File: src/hdl/rcs_map.vh
// Register map, field positions, reset values and timing counts of the receiver sequencer
`ifndef RCS_MAP_VH
`define RCS_MAP_VH
`define RCS_OFF_MAIN       12'h000
`define RCS_OFF_SEQ        12'h004
`define RCS_OFF_GTIME      12'h008
`define RCS_OFF_GAVG       12'h00C
`define RCS_OFF_GLIM       12'h010
`define RCS_OFF_SENSE      12'h014
`define RCS_OFF_STATUSPIN  12'h018
`define RCS_OFF_STATUS     12'h01C
`define RCS_OFF_AFC        12'h020
`define RCS_OFF_IFS        12'h024
`define RCS_OFF_DEVCTL     12'h028
`define RCS_OFF_TXLVL      12'h02C
`define RCS_OFF_CLKDIV     12'h030
`define RCS_OFF_STRENGTH   12'h034
// MAIN: powerdown_style [1:0], in sequencing mode auto_sleep_request [2], auto_cal_interval [5:4]
`define RCS_MAIN_PD_LSB    0
`define RCS_MAIN_SLEEP_BIT 2
`define RCS_MAIN_CAL_LSB   4
`define RCS_MAIN_RXON_BIT  3
// SEQ: settle [2:0], carrier check [6:3], wake_from_select [7], split_data_pins [8]
`define RCS_SEQ_SELWAKE    7
`define RCS_SEQ_SPLIT      8
`define RCS_STATUS_CS_BIT  3
`define RCS_PD_AUTO        2'h3
`define RCS_PIN_CARRIER    4'h4
`define RCS_PIN_DEMOD      4'hD
`define RCS_RST_MAIN       8'h00
`define RCS_RST_SEQ        9'h000
`define RCS_RST_GTIME      5'h00
`define RCS_RST_GAVG       2'h0
`define RCS_RST_GLIM       8'h1F
`define RCS_RST_SENSE      8'h00
`define RCS_RST_TXLVL      8'h0F
`define RCS_RST_CLKDIV     24'h00_0001
`define RCS_HOLD_BASE      8'h10
`define RCS_WAIT_BASE      7'h10
`define RCS_CS_MARGIN      9'h008
`define RCS_SEQ_STEP       11'h040
`endif

File: src/hdl/rcs_sequencer.v
// Receiver gain loop, carrier sense and automatic wake-up sequencer with APB registers
//
// Design decisions made here: the APB register port and the register offsets.
`include "rcs_map.vh"
module rcs_sequencer (
  input  wire        clk_sys,
  input  wire        rst,
  input  wire        psel,
  input  wire        penable,
  input  wire        pwrite,
  input  wire [11:0] paddr,
  input  wire [31:0] pwdata,
  output wire        pready,
  output reg  [31:0] prdata,
  output wire        pslverr,
  input  wire [7:0]  rxMagnitude,
  input  wire [7:0]  freqOffsetIn,
  input  wire [7:0]  instFreqIn,
  input  wire        pllUnlocked,
  input  wire        freqSetSwitch,
  input  wire        calDone,
  input  wire        selectPin,
  input  wire        dataIoPin,
  output reg  [4:0]  vgaGain,
  output reg         rxPowerOn,
  output reg         calStart,
  output reg         statusPin,
  output reg         txGaussEnable,
  output reg  [7:0]  txOutputLevel,
  output reg         demodClock
);
  localparam [2:0] G_OFF  = 3'h0;
  localparam [2:0] G_HOLD = 3'h1;
  localparam [2:0] G_WAIT = 3'h2;
  localparam [2:0] G_AVG  = 3'h3;
  localparam [2:0] G_DEC  = 3'h4;
  localparam [2:0] S_SLEEP = 3'h0;
  localparam [2:0] S_CAL   = 3'h1;
  localparam [2:0] S_SETTL = 3'h2;
  localparam [2:0] S_CHECK = 3'h3;
  localparam [2:0] S_AWAKE = 3'h4;
  localparam [2:0] S_IDLE  = 3'h5;

  reg [7:0]  mainReg_r;
  reg [8:0]  seqReg_r;
  reg [4:0]  gainTimingReg_r;
  reg [1:0]  gainAverageReg_r;
  reg [7:0]  gainLimitReg_r;
  reg [7:0]  senseLevelReg_r;
  reg [3:0]  pinSelect_r;
  reg [23:0] clkDiv_r;
  reg [7:0]  freqOffsetAverage_r;
  reg [7:0]  instantFreqSample_r;
  reg [7:0]  strength_r;
  reg        carrier_r;

  wire       seqMode = (mainReg_r[1:0] == `RCS_PD_AUTO);
  wire       wr = psel & penable & pwrite;

  // APB decode, zero-wait
  assign pready  = 1'b1;
  assign pslverr = 1'b0;

  function hit;
    input [11:0] a;
    input [11:0] off;
    begin
      hit = (a == off);
    end
  endfunction

  always @(posedge clk_sys or posedge rst) begin
    if (rst) begin
      mainReg_r        <= `RCS_RST_MAIN;
      seqReg_r         <= `RCS_RST_SEQ;
      gainTimingReg_r  <= `RCS_RST_GTIME;
      gainAverageReg_r <= `RCS_RST_GAVG;
      gainLimitReg_r   <= `RCS_RST_GLIM;
      senseLevelReg_r  <= `RCS_RST_SENSE;
      pinSelect_r      <= 4'h0;
      txGaussEnable    <= 1'b0;
      txOutputLevel    <= `RCS_RST_TXLVL;
      clkDiv_r         <= `RCS_RST_CLKDIV;
    end else if (wr) begin
      if (hit(paddr, `RCS_OFF_MAIN))      mainReg_r        <= pwdata[7:0];
      if (hit(paddr, `RCS_OFF_SEQ))       seqReg_r         <= pwdata[8:0];
      if (hit(paddr, `RCS_OFF_GTIME))     gainTimingReg_r  <= pwdata[4:0];
      if (hit(paddr, `RCS_OFF_GAVG))      gainAverageReg_r <= pwdata[1:0];
      if (hit(paddr, `RCS_OFF_GLIM))      gainLimitReg_r   <= pwdata[7:0];
      if (hit(paddr, `RCS_OFF_SENSE))     senseLevelReg_r  <= pwdata[7:0];
      if (hit(paddr, `RCS_OFF_STATUSPIN)) pinSelect_r      <= pwdata[3:0];
      if (hit(paddr, `RCS_OFF_DEVCTL))    txGaussEnable    <= pwdata[0];
      if (hit(paddr, `RCS_OFF_TXLVL))     txOutputLevel    <= pwdata[7:0];
      if (hit(paddr, `RCS_OFF_CLKDIV))    clkDiv_r         <= pwdata[23:0];
    end
  end

  always @* begin
    prdata = 32'h0000_0000;
    case (paddr)
      `RCS_OFF_MAIN:      prdata[7:0]  = mainReg_r;
      `RCS_OFF_SEQ:       prdata[8:0]  = seqReg_r;
      `RCS_OFF_GTIME:     prdata[4:0]  = gainTimingReg_r;
      `RCS_OFF_GAVG:      prdata[1:0]  = gainAverageReg_r;
      `RCS_OFF_GLIM:      prdata[7:0]  = gainLimitReg_r;
      `RCS_OFF_SENSE:     prdata[7:0]  = senseLevelReg_r;
      `RCS_OFF_STATUSPIN: prdata[3:0]  = pinSelect_r;
      `RCS_OFF_STATUS:    prdata[`RCS_STATUS_CS_BIT] = carrier_r;
      `RCS_OFF_AFC:       prdata[7:0]  = freqOffsetAverage_r;
      `RCS_OFF_IFS:       prdata[7:0]  = instantFreqSample_r;
      `RCS_OFF_DEVCTL:    prdata[0]    = txGaussEnable;
      `RCS_OFF_TXLVL:     prdata[7:0]  = txOutputLevel;
      `RCS_OFF_CLKDIV:    prdata[23:0] = clkDiv_r;
      `RCS_OFF_STRENGTH:  prdata[7:0]  = strength_r;
      default:            prdata       = 32'h0000_0000;
    endcase
  end

  // Tick dividers: ADC div [2:0] in two-cycle steps, filter div [10:3], demod div [23:11] in sys cycles
  reg [3:0]  adcCnt_r;
  reg [7:0]  filtCnt_r;
  reg [12:0] demodCnt_r;
  wire [3:0] adcLimit = {clkDiv_r[2:0], 1'b1};
  wire adcTick   = (adcCnt_r == adcLimit);
  wire filtTick  = (filtCnt_r == clkDiv_r[10:3]);
  wire demodTick = (demodCnt_r == clkDiv_r[23:11]);
  always @(posedge clk_sys or posedge rst) begin
    if (rst) begin
      adcCnt_r   <= 4'h0;
      filtCnt_r  <= 8'h00;
      demodCnt_r <= 13'h0000;
      demodClock <= 1'b0;
    end else begin
      adcCnt_r   <= adcTick ? 4'h0 : adcCnt_r + 4'h1;
      filtCnt_r  <= filtTick ? 8'h00 : filtCnt_r + 8'h01;
      demodCnt_r <= demodTick ? 13'h0000 : demodCnt_r + 13'h0001;
      if (demodTick) demodClock <= ~demodClock;
    end
  end
  wire demodRise = demodTick & ~demodClock;

  // Pin synchronisers: three stages, edge once stages two and three agree
  reg [2:0] selSync_r;
  reg [2:0] dataSync_r;
  reg       selLvl_r;
  reg       dataLvl_r;
  always @(posedge clk_sys or posedge rst) begin
    if (rst) begin
      selSync_r  <= 3'h7;
      dataSync_r <= 3'h7;
      selLvl_r   <= 1'b1;
      dataLvl_r  <= 1'b1;
    end else begin
      selSync_r  <= {selSync_r[1:0], selectPin};
      dataSync_r <= {dataSync_r[1:0], dataIoPin};
      if (selSync_r[1] == selSync_r[2]) selLvl_r <= selSync_r[2];
      if (dataSync_r[1] == dataSync_r[2]) dataLvl_r <= dataSync_r[2];
    end
  end
  wire selFall  = selLvl_r & (selSync_r[1] == selSync_r[2]) & ~selSync_r[2];
  wire dataFall = dataLvl_r & (dataSync_r[1] == dataSync_r[2]) & ~dataSync_r[2];
  wire wakeEdge = seqReg_r[`RCS_SEQ_SELWAKE] ? selFall
                : (seqReg_r[`RCS_SEQ_SPLIT] & dataFall);

  // Gain loop
  reg [2:0]  sState_r;
  reg [2:0]  gState_r;
  reg [6:0]  gCnt_r;
  reg [11:0] accum_r;
  reg        rxOnDly_r;
  reg        unlockDly_r;
  reg        setDly_r;
  // Hold doubles per step up to 128 ticks; wait saturates at three steps of 16
  wire [7:0] holdLen  = (`RCS_HOLD_BASE << gainTimingReg_r[1:0]) - 8'h01;
  wire [1:0] waitSel  = (gainTimingReg_r[4:3] != 2'h0) ? 2'h2 : {1'b0, gainTimingReg_r[2]};
  wire [6:0] waitLen  = `RCS_WAIT_BASE * ({5'h00, waitSel} + 7'h01);
  wire [4:0] avgLen   = 5'h02 << gainAverageReg_r;
  wire [11:0] avgFull = accum_r >> ({1'b0, gainAverageReg_r} + 3'h1);
  wire [7:0] avgValue = avgFull[7:0];
  wire [8:0] csLimit  = {4'h0, senseLevelReg_r[4:0]} + `RCS_CS_MARGIN;
  wire [8:0] upLimit  = {4'h0, senseLevelReg_r[4:0]} - {6'h00, senseLevelReg_r[7:5]};
  wire [8:0] dnLimit  = csLimit + {6'h00, gainLimitReg_r[7:5]};
  wire       rxOn     = seqMode ? (sState_r == S_SETTL || sState_r == S_CHECK ||
                                   sState_r == S_AWAKE) : mainReg_r[`RCS_MAIN_RXON_BIT];
  wire       reHold   = rxOn & ((rxOn & ~rxOnDly_r) | (pllUnlocked & ~unlockDly_r)
                                | (freqSetSwitch != setDly_r));

  always @(posedge clk_sys or posedge rst) begin
    if (rst) begin
      gState_r    <= G_OFF;
      gCnt_r      <= 7'h00;
      accum_r     <= 12'h000;
      strength_r  <= 8'h00;
      carrier_r   <= 1'b0;
      vgaGain     <= 5'h00;
      rxOnDly_r   <= 1'b0;
      unlockDly_r <= 1'b0;
      setDly_r    <= 1'b0;
    end else begin
      rxOnDly_r   <= rxOn;
      unlockDly_r <= pllUnlocked;
      setDly_r    <= freqSetSwitch;
      if (!rxOn) begin
        gState_r  <= G_OFF;
        carrier_r <= 1'b0;
      end else if (reHold) begin
        gState_r <= G_HOLD;
        gCnt_r   <= 7'h00;
      end else begin
        case (gState_r)
          G_HOLD: if (adcTick) begin
            if (gCnt_r == holdLen[6:0]) begin
              gState_r <= G_WAIT;
              gCnt_r   <= 7'h00;
            end else gCnt_r <= gCnt_r + 7'h01;
          end
          G_WAIT: if (filtTick) begin
            if (gCnt_r == waitLen - 7'h01) begin
              gState_r <= G_AVG;
              gCnt_r   <= 7'h00;
              accum_r  <= 12'h000;
            end else gCnt_r <= gCnt_r + 7'h01;
          end
          G_AVG: if (filtTick) begin
            accum_r <= accum_r + {4'h0, rxMagnitude};
            if (gCnt_r == {2'h0, avgLen} - 7'h01) gState_r <= G_DEC;
            else gCnt_r <= gCnt_r + 7'h01;
          end
          G_DEC: begin
            strength_r <= avgValue;
            accum_r    <= 12'h000;
            carrier_r  <= ({1'b0, avgValue} > csLimit) & ~gainLimitReg_r[4] ? 1'b1 : 1'b0;
            gCnt_r     <= 7'h00;
            gState_r   <= G_WAIT;
            if ({1'b0, avgValue} > dnLimit && vgaGain != 5'h00)
              vgaGain <= vgaGain - 5'h01;
            else if ({1'b0, avgValue} < upLimit && vgaGain < gainLimitReg_r[4:0])
              vgaGain <= vgaGain + 5'h01;
            else
              gState_r <= G_AVG;
          end
          default: begin
            gState_r <= G_HOLD;
            gCnt_r   <= 7'h00;
          end
        endcase
      end
    end
  end

  // Wake-up sequencer
  reg [10:0] seqCnt_r;
  reg [7:0]  seqNum_r;
  wire [10:0] settleLen = `RCS_SEQ_STEP * ({8'h00, seqReg_r[2:0]} + 11'h001);
  wire [10:0] checkLen  = `RCS_SEQ_STEP * ({7'h00, seqReg_r[6:3]} + 11'h001);
  reg         calDue;
  always @* begin
    case (mainReg_r[5:4])
      2'h0:    calDue = 1'b1;
      2'h1:    calDue = (seqNum_r[3:0] == 4'h0);
      2'h2:    calDue = (seqNum_r == 8'h00);
      default: calDue = 1'b0;
    endcase
  end
  always @(posedge clk_sys or posedge rst) begin
    if (rst) begin
      sState_r <= S_IDLE;
      seqCnt_r <= 11'h000;
      seqNum_r <= 8'h00;
      calStart <= 1'b0;
    end else begin
      calStart <= 1'b0;
      if (!seqMode) sState_r <= S_IDLE;
      else case (sState_r)
        S_IDLE: if (mainReg_r[`RCS_MAIN_SLEEP_BIT]) sState_r <= S_SLEEP;
        S_SLEEP: if (wakeEdge) begin
          seqCnt_r <= 11'h000;
          seqNum_r <= seqNum_r + 8'h01;
          if (calDue) begin
            calStart <= 1'b1;
            sState_r <= S_CAL;
          end else sState_r <= S_SETTL;
        end
        S_CAL: if (calDone) sState_r <= S_SETTL;
        S_SETTL: begin
          seqCnt_r <= seqCnt_r + 11'h001;
          if (seqCnt_r == settleLen) begin
            seqCnt_r <= 11'h000;
            sState_r <= S_CHECK;
          end
        end
        S_CHECK: begin
          seqCnt_r <= seqCnt_r + 11'h001;
          if (carrier_r) sState_r <= S_AWAKE;
          else if (seqCnt_r == checkLen) sState_r <= S_SLEEP;
        end
        S_AWAKE: if (mainReg_r[`RCS_MAIN_SLEEP_BIT] && wr && hit(paddr, `RCS_OFF_MAIN))
          sState_r <= S_SLEEP;
        default: sState_r <= S_IDLE;
      endcase
    end
  end

  always @(posedge clk_sys or posedge rst) begin
    if (rst) begin
      rxPowerOn           <= 1'b0;
      statusPin           <= 1'b0;
      freqOffsetAverage_r <= 8'h00;
      instantFreqSample_r <= 8'h00;
    end else begin
      rxPowerOn           <= rxOn;
      freqOffsetAverage_r <= freqOffsetIn;
      if (demodRise) instantFreqSample_r <= instFreqIn;
      case (pinSelect_r)
        `RCS_PIN_CARRIER: statusPin <= carrier_r;
        `RCS_PIN_DEMOD:   statusPin <= demodClock;
        default:          statusPin <= 1'b0;
      endcase
    end
  end
endmodule // rcs_sequencer

File: config.mk
export PLATFORM = sky130hd
export DESIGN_NAME = rcs_sequencer
export DESIGN_NICKNAME = d
export VERILOG_FILES = /design/src/hdl/rcs_sequencer.v
export VERILOG_INCLUDE_DIRS = /design/src /design/src/hdl
export SDC_FILE = /design/constraint.sdc
export NUM_CORES = 1
export LEC_CHECK = 0
export BUFFER_PORTS_ARGS = -buffer_cell sky130_fd_sc_hd__buf_4
export CAP_MARGIN = 20
export CORE_AREA = 10 10 148 150
export DETAILED_ROUTE_END_ITERATION = 12
export DIE_AREA = 0 0 158 160
export PLACE_DENSITY = 0.82
export SLEW_MARGIN = 20
export SYNTH_ARGS = -nofsm -noshare
export SYNTH_HDL_FRONTEND = slang
export SYNTH_SLANG_ARGS = --single-unit
export TNS_END_PERCENT = 50
File: constraint.sdc
create_clock -name clk_sys -period 7.2 [get_ports clk_sys]
set_input_delay 1.44 -clock clk_sys [delete_from_list [all_inputs] [get_ports clk_sys]]
set_output_delay 1.44 -clock clk_sys [all_outputs]
set_load 0.005 [all_outputs]
## Yosys cells after proc, flatten, opt, wreduce, memory -nomap -nowiden

Index checks and enable logic that the tools add are counted.

| word-level totals | value |
|---|---|
| flip-flop bits (word level) | 190 |
| latch bits | 0 |
| bits in writable memories | 0 |
| memory bits (read-only) | 0 |
| memories kept | 0 |

| operators by class | value |
|---|---|
| add/sub/neg operators | 19 |
| $mul | 0 |
| divide/modulo/power cells | 0 |
| order comparisons | 4 |
| eq/ne operators | 60 |
| shift operators | 3 |
| mux-type cells | 62 |
| bitwise logic cells | 21 |
| reduce and logical (&&, ||, !) cells | 35 |

Operators by type and width:

| kind | count |
|---|---|
| $eq A12 B6 Y1 const B | 6 |
| $mux W7 | 7 |
| $eq A12 B5 Y1 const B | 4 |
| $mux W3 | 16 |
| $mux W12 | 3 |
| $pmux W12 S3 | 1 |
| $pmux W11 S3 | 1 |
| $pmux W3 S9 | 1 |
| $eq A12 B4 Y1 const B | 2 |
| $ne A4 B4 Y1 const B | 6 |
| $pmux W1 S12 | 2 |
| $mux W11 | 2 |
| $reduce_and A2 Y1 | 11 |
| $eq A7 B7 Y1 | 3 |
| $ne A3 B3 Y1 const B | 7 |
| $pmux W7 S3 | 1 |
| $pmux W3 S6 | 1 |
| $reduce_and A6 Y1 | 3 |
| $add A8 B1 Y8 const B | 2 |
| $mux W15 | 1 |
| $sub A7 B1 Y7 const B | 2 |
| $add A13 B1 Y13 const B | 1 |
| $eq A13 B13 Y1 | 1 |
| $mux W13 | 1 |
| 65 further kinds | 119 |

## Longest topological paths before layout

| logic depth | value |
|---|---|
| depth in word-level cells | 10 |
| gate-level depth with buffers | 17 |
| mapped depth without buffers | 17 |

## Worst setup path before layout

OpenSTA, ideal clock, no wires.

| timing | value |
|---|---|
| kind | input port to output port |
| start point | in paddr[1] |
| end point | out prdata[6] |
| arrival time | 2989 ps |
| required time | 5760 ps |
| slack | 2771 ps |
| stages | 6 |
| path through | nor4_1 and2_1 nand2_1 nor3_1 a221oi_1 nand3_1 |

| between the ends | value |
|---|---|
| cells in the longest elaborated chain, start to end | 2 |
| elaborated cells between the ends (all ways) | 10 |

Ends and longest elaborated chain:

| item | line | source |
|---|---|---|
| start, declared | rcs_sequencer.v:11 | `input wire [11:0] paddr,` |
| $eq A12 B6 Y1 (tied with other cells) | rcs_sequencer.v:100 | `case (paddr)` |
| $pmux W3 S9 * | rcs_sequencer.v:100 |  |
| end, declared | rcs_sequencer.v:14 | `output reg [31:0] prdata,` |

Every way passes the cells marked *; elsewhere a longest branch is shown, timed or not.

## Worst setup path after layout

| timing | value |
|---|---|
| start point | in paddr[9] |
| end point | out prdata[6] |

Same word-level chain as after synthesis.

==> impl_metrics.toml <==
[outcome]
run_status = "finished clean"

[drt]
wl_per_cell_um = 21.2
postRouteAntennaNets = 0
vias = 8850
drt_iter0_markers = 833
firstDrtPassIters = 8
drc = 0
wl_mm = 29.6
vias_per_cell = 6.33

[floorplan]
dieArea_um2 = 25300
io_pins = 130
rows = 51
die_height_um = 160
start_util = 0.578
core_um2 = 19100
die_w_um = 158

[critical_path]
worstSetupEndpointType = "output pin"
arrival_ns = 4.18
critPathLaunchType = "input port"
path_class = "input port to output pin"
cp_data_required_time_ns = 5.76
reg2regPathDepth = 13
crit_fanout = 9

[place]
dp_hpwl_mm = 21.6
gp_congestion = 0.996
port_buffers = 111
place_area_um2 = 12000

[synth]
ys_async_sr_fraction = 1.00
synth_seq_area_share = 0.433
synth_warnings = 0
syn_inst = 1049
ys_seq_elements = 190
synth_cell_types = 78
synth_edf_count = 0
synth_ff_type = "dfrtp_1"
syn_area_per_cell_um2 = 10.5
syn_area_um2 = 11000

[cells_and_area]
syn2layout_area_growth_pct = 14.8
num-fill-cells = 1434
antenna_cells = 0
final_area_um2 = 12700
layout.nets = 1283
drive_gt1_frac = 0.250

[power_and_ir_drop]
p_leak_nw = 5.92
p_per_area_nw_per_um2 = 188
peakVddDrop_uv = 167

[clock_tree]
cts_resized = 0
clock_sinks = 190
clkLatencyLatePin_ns = 0.43
cts_root_buf = "clkbuf_16"
tritoncts = "done"
clock_path_buffers = 2
cts-buffers-inserted = 17
clk_pin_slew_worst_paths_ns = 0.08
htree_levels = 4
cts_setup_buffers = 0
cts_hold_buffers = 0

[sta]
period_share = 0.781
fin_crit_ns = 5.62
max_freq_ghz = 0.178
rsz0062_at_grt = "false"
fin_skew_ns = 0.00982
setup_viol = 0
slew_headroom = 0.234
worst_pin_slew_ns = 1.14
hold_violations = 0
fin_setup_tns_ns = 0
maxSlewViolCount = 0

[flow_run]
maxCapViolCount = 0

[global_route]
grt_start_max_net_pins = 124
track_usage = 0.233
grt_pass1_wl_mm = 47.1
antenna_found_initial = 0
grt-ovfl-total = 0
grt_pass1_vias = 8653

[min_path]
hold_class = "register to register"
whs_path_depth = 0
-- kinds of logic (layout without fill, tap and decap cells) --
logic type,count (synthesis),in the layout,synth area share
AOI/OAI and AO/OA,203,203,0.128
xor gates and xnor gates,77,77,0.0612
adders and majority gates,59,59,0.0692
buffers and inverters,80,184,0.0330
DFF,190,190,0.433
muxes,111,111,0.120
other,2,10,0.000681
and+or+nand+nor,327,327,0.155
-- per-stage QoR --
step | hold slack, ns | setup WS (ns) | power [W] | cells | util
2_1_floorplan | 0.345 | 0.623 | 0.00129 | 1057 | -
3_3_place_gp | 0.346 | 1.82 | 0.00138 | 1366 | 0.629
3_5_place_dp | 0.347 | 1.74 | 0.00139 | 1367 | 0.630
4_1_cts | 0.358 | 1.70 | 0.00239 | 1399 | 0.664
5_1_grt | 0.361 | 1.56 | 0.00246 | 1399 | 0.664
6_report | 0.358 | 1.58 | 0.00239 | 1399 | 0.664
-- cells in the final DEF (no fill, tap or decap), types with 5 or more instances in the layout --
cell	netlist	layout
ha_1	53	53
a22o_1	5	5
xnor2_1	45	45
o21a_1	8	8
and3_1	14	14
mux2i_1	11	11
xor2_1	32	32
and2_1	23	23
a21oi_1	32	32
nand3_1	46	46
clkinv_8	0	5
clkbuf_16	0	17
nor3_1	20	20
nor2_1	66	66
a21o_1	10	10
nand4_1	17	17
inv_1	36	35
or4_1	6	6
o211ai_1	5	5
a211oi_1	9	9
a22oi_1	10	10
o21ai_0	49	49
nor2b_1	12	12
buf_4	11	115
mux4_2	8	8
conb_1	2	10
a221oi_1	5	5
mux2_2	92	92
dfrtp_1	170	170
dfstp_2	20	20
nor4_1	9	9
nand2b_1	11	11
o31ai_1	16	16
nand2_1	72	72
-- worst max-delay path, cell delays in order --
cell and delay [ns]:
buf_4 0.11, nor4_1 0.56, nand2_1 0.38, nor3_1 1.00
a221o_1 0.34, a221oi_1 0.08, nand3_1 0.15, buf_4 0.12
-- synth_stat cells, drive strengths merged (6+ instances only) --
cell type | n | area [um^2]
ha | 53 | 663
buf | 21 | 143
clkbuf | 23 | 86.3
dfstp | 20 | 526
and3 | 14 | 87.6
dfrtp | 170 | 4250
nand4 | 17 | 106
and2 | 23 | 144
xor2 | 32 | 280
nor4 | 11 | 90.1
mux2 | 92 | 1040
mux4 | 8 | 180
o31ai | 18 | 154
inv | 36 | 135
nor2 | 66 | 248
a211oi | 9 | 67.6
a22oi | 10 | 75.1
o21ai | 53 | 265
nand2b | 12 | 82.6
or4 | 6 | 45.0
nor3 | 22 | 120
xnor2 | 45 | 394
a21o | 10 | 75.1
nor2b | 12 | 75.1
a21oi | 32 | 160
mux2i | 11 | 110
nand2 | 74 | 283
nand3 | 46 | 230
o21a | 8 | 60.1
-- final timing paths --
path | start | end | slack [ns]
worst max-delay path | paddr[9] | prdata[6] | 1.58
min in group asynchronous | rst | vgaGain[3] | 1.15
worst min register to register | dataSync_r[0] | dataSync_r[1] | 0.36
max in group asynchronous | rst | mainReg_r[7] | 4.63
worst max register to register | gainAverageReg_r[0] | vgaGain[4] | 3.03
worst min-delay path | dataSync_r[0] | dataSync_r[1] | 0.36
-- registers in the layout, indices dropped and copies added, names as in the netlist, 9 cells and up --
register and cells:
accum_r 12, demodCnt_r 13, seqReg_r 9, seqCnt_r 11, clkDiv_r 24
-- power by group --
group	internal, W	leakage (nW)	total, W	switching [W]
Sequential	0.00111	2.52	0.00115	0.0000447
Clock	0.000539	0.313	0.00101	0.000474
Combinational	0.0000980	3.08	0.000220	0.000122
Total	0.00175	5.92	0.00239	0.000640
-- cell type report --
type	count	area, um^2	share of cell area
tap	238	298	0.0235
sequential	190	4780	0.377
multi-input combinational	787	5920	0.468
clock inverter	15	219	0.0173
clock buffer	17	425	0.0336
inverter	36	143	0.0113
timing repair buffer	116	878	0.0694
-- metal layers --
layer  vias to the layer above  wire length (um)  track usage
met3                        79              2110       0.0400
met5                         -                 0            0
li1                       4017                 -            -
met1                      4374             12100        0.309
met4                         0              1140       0.0935
met2                       380             14300        0.372
No activity file was read; power rests on OpenSTA's default activity.
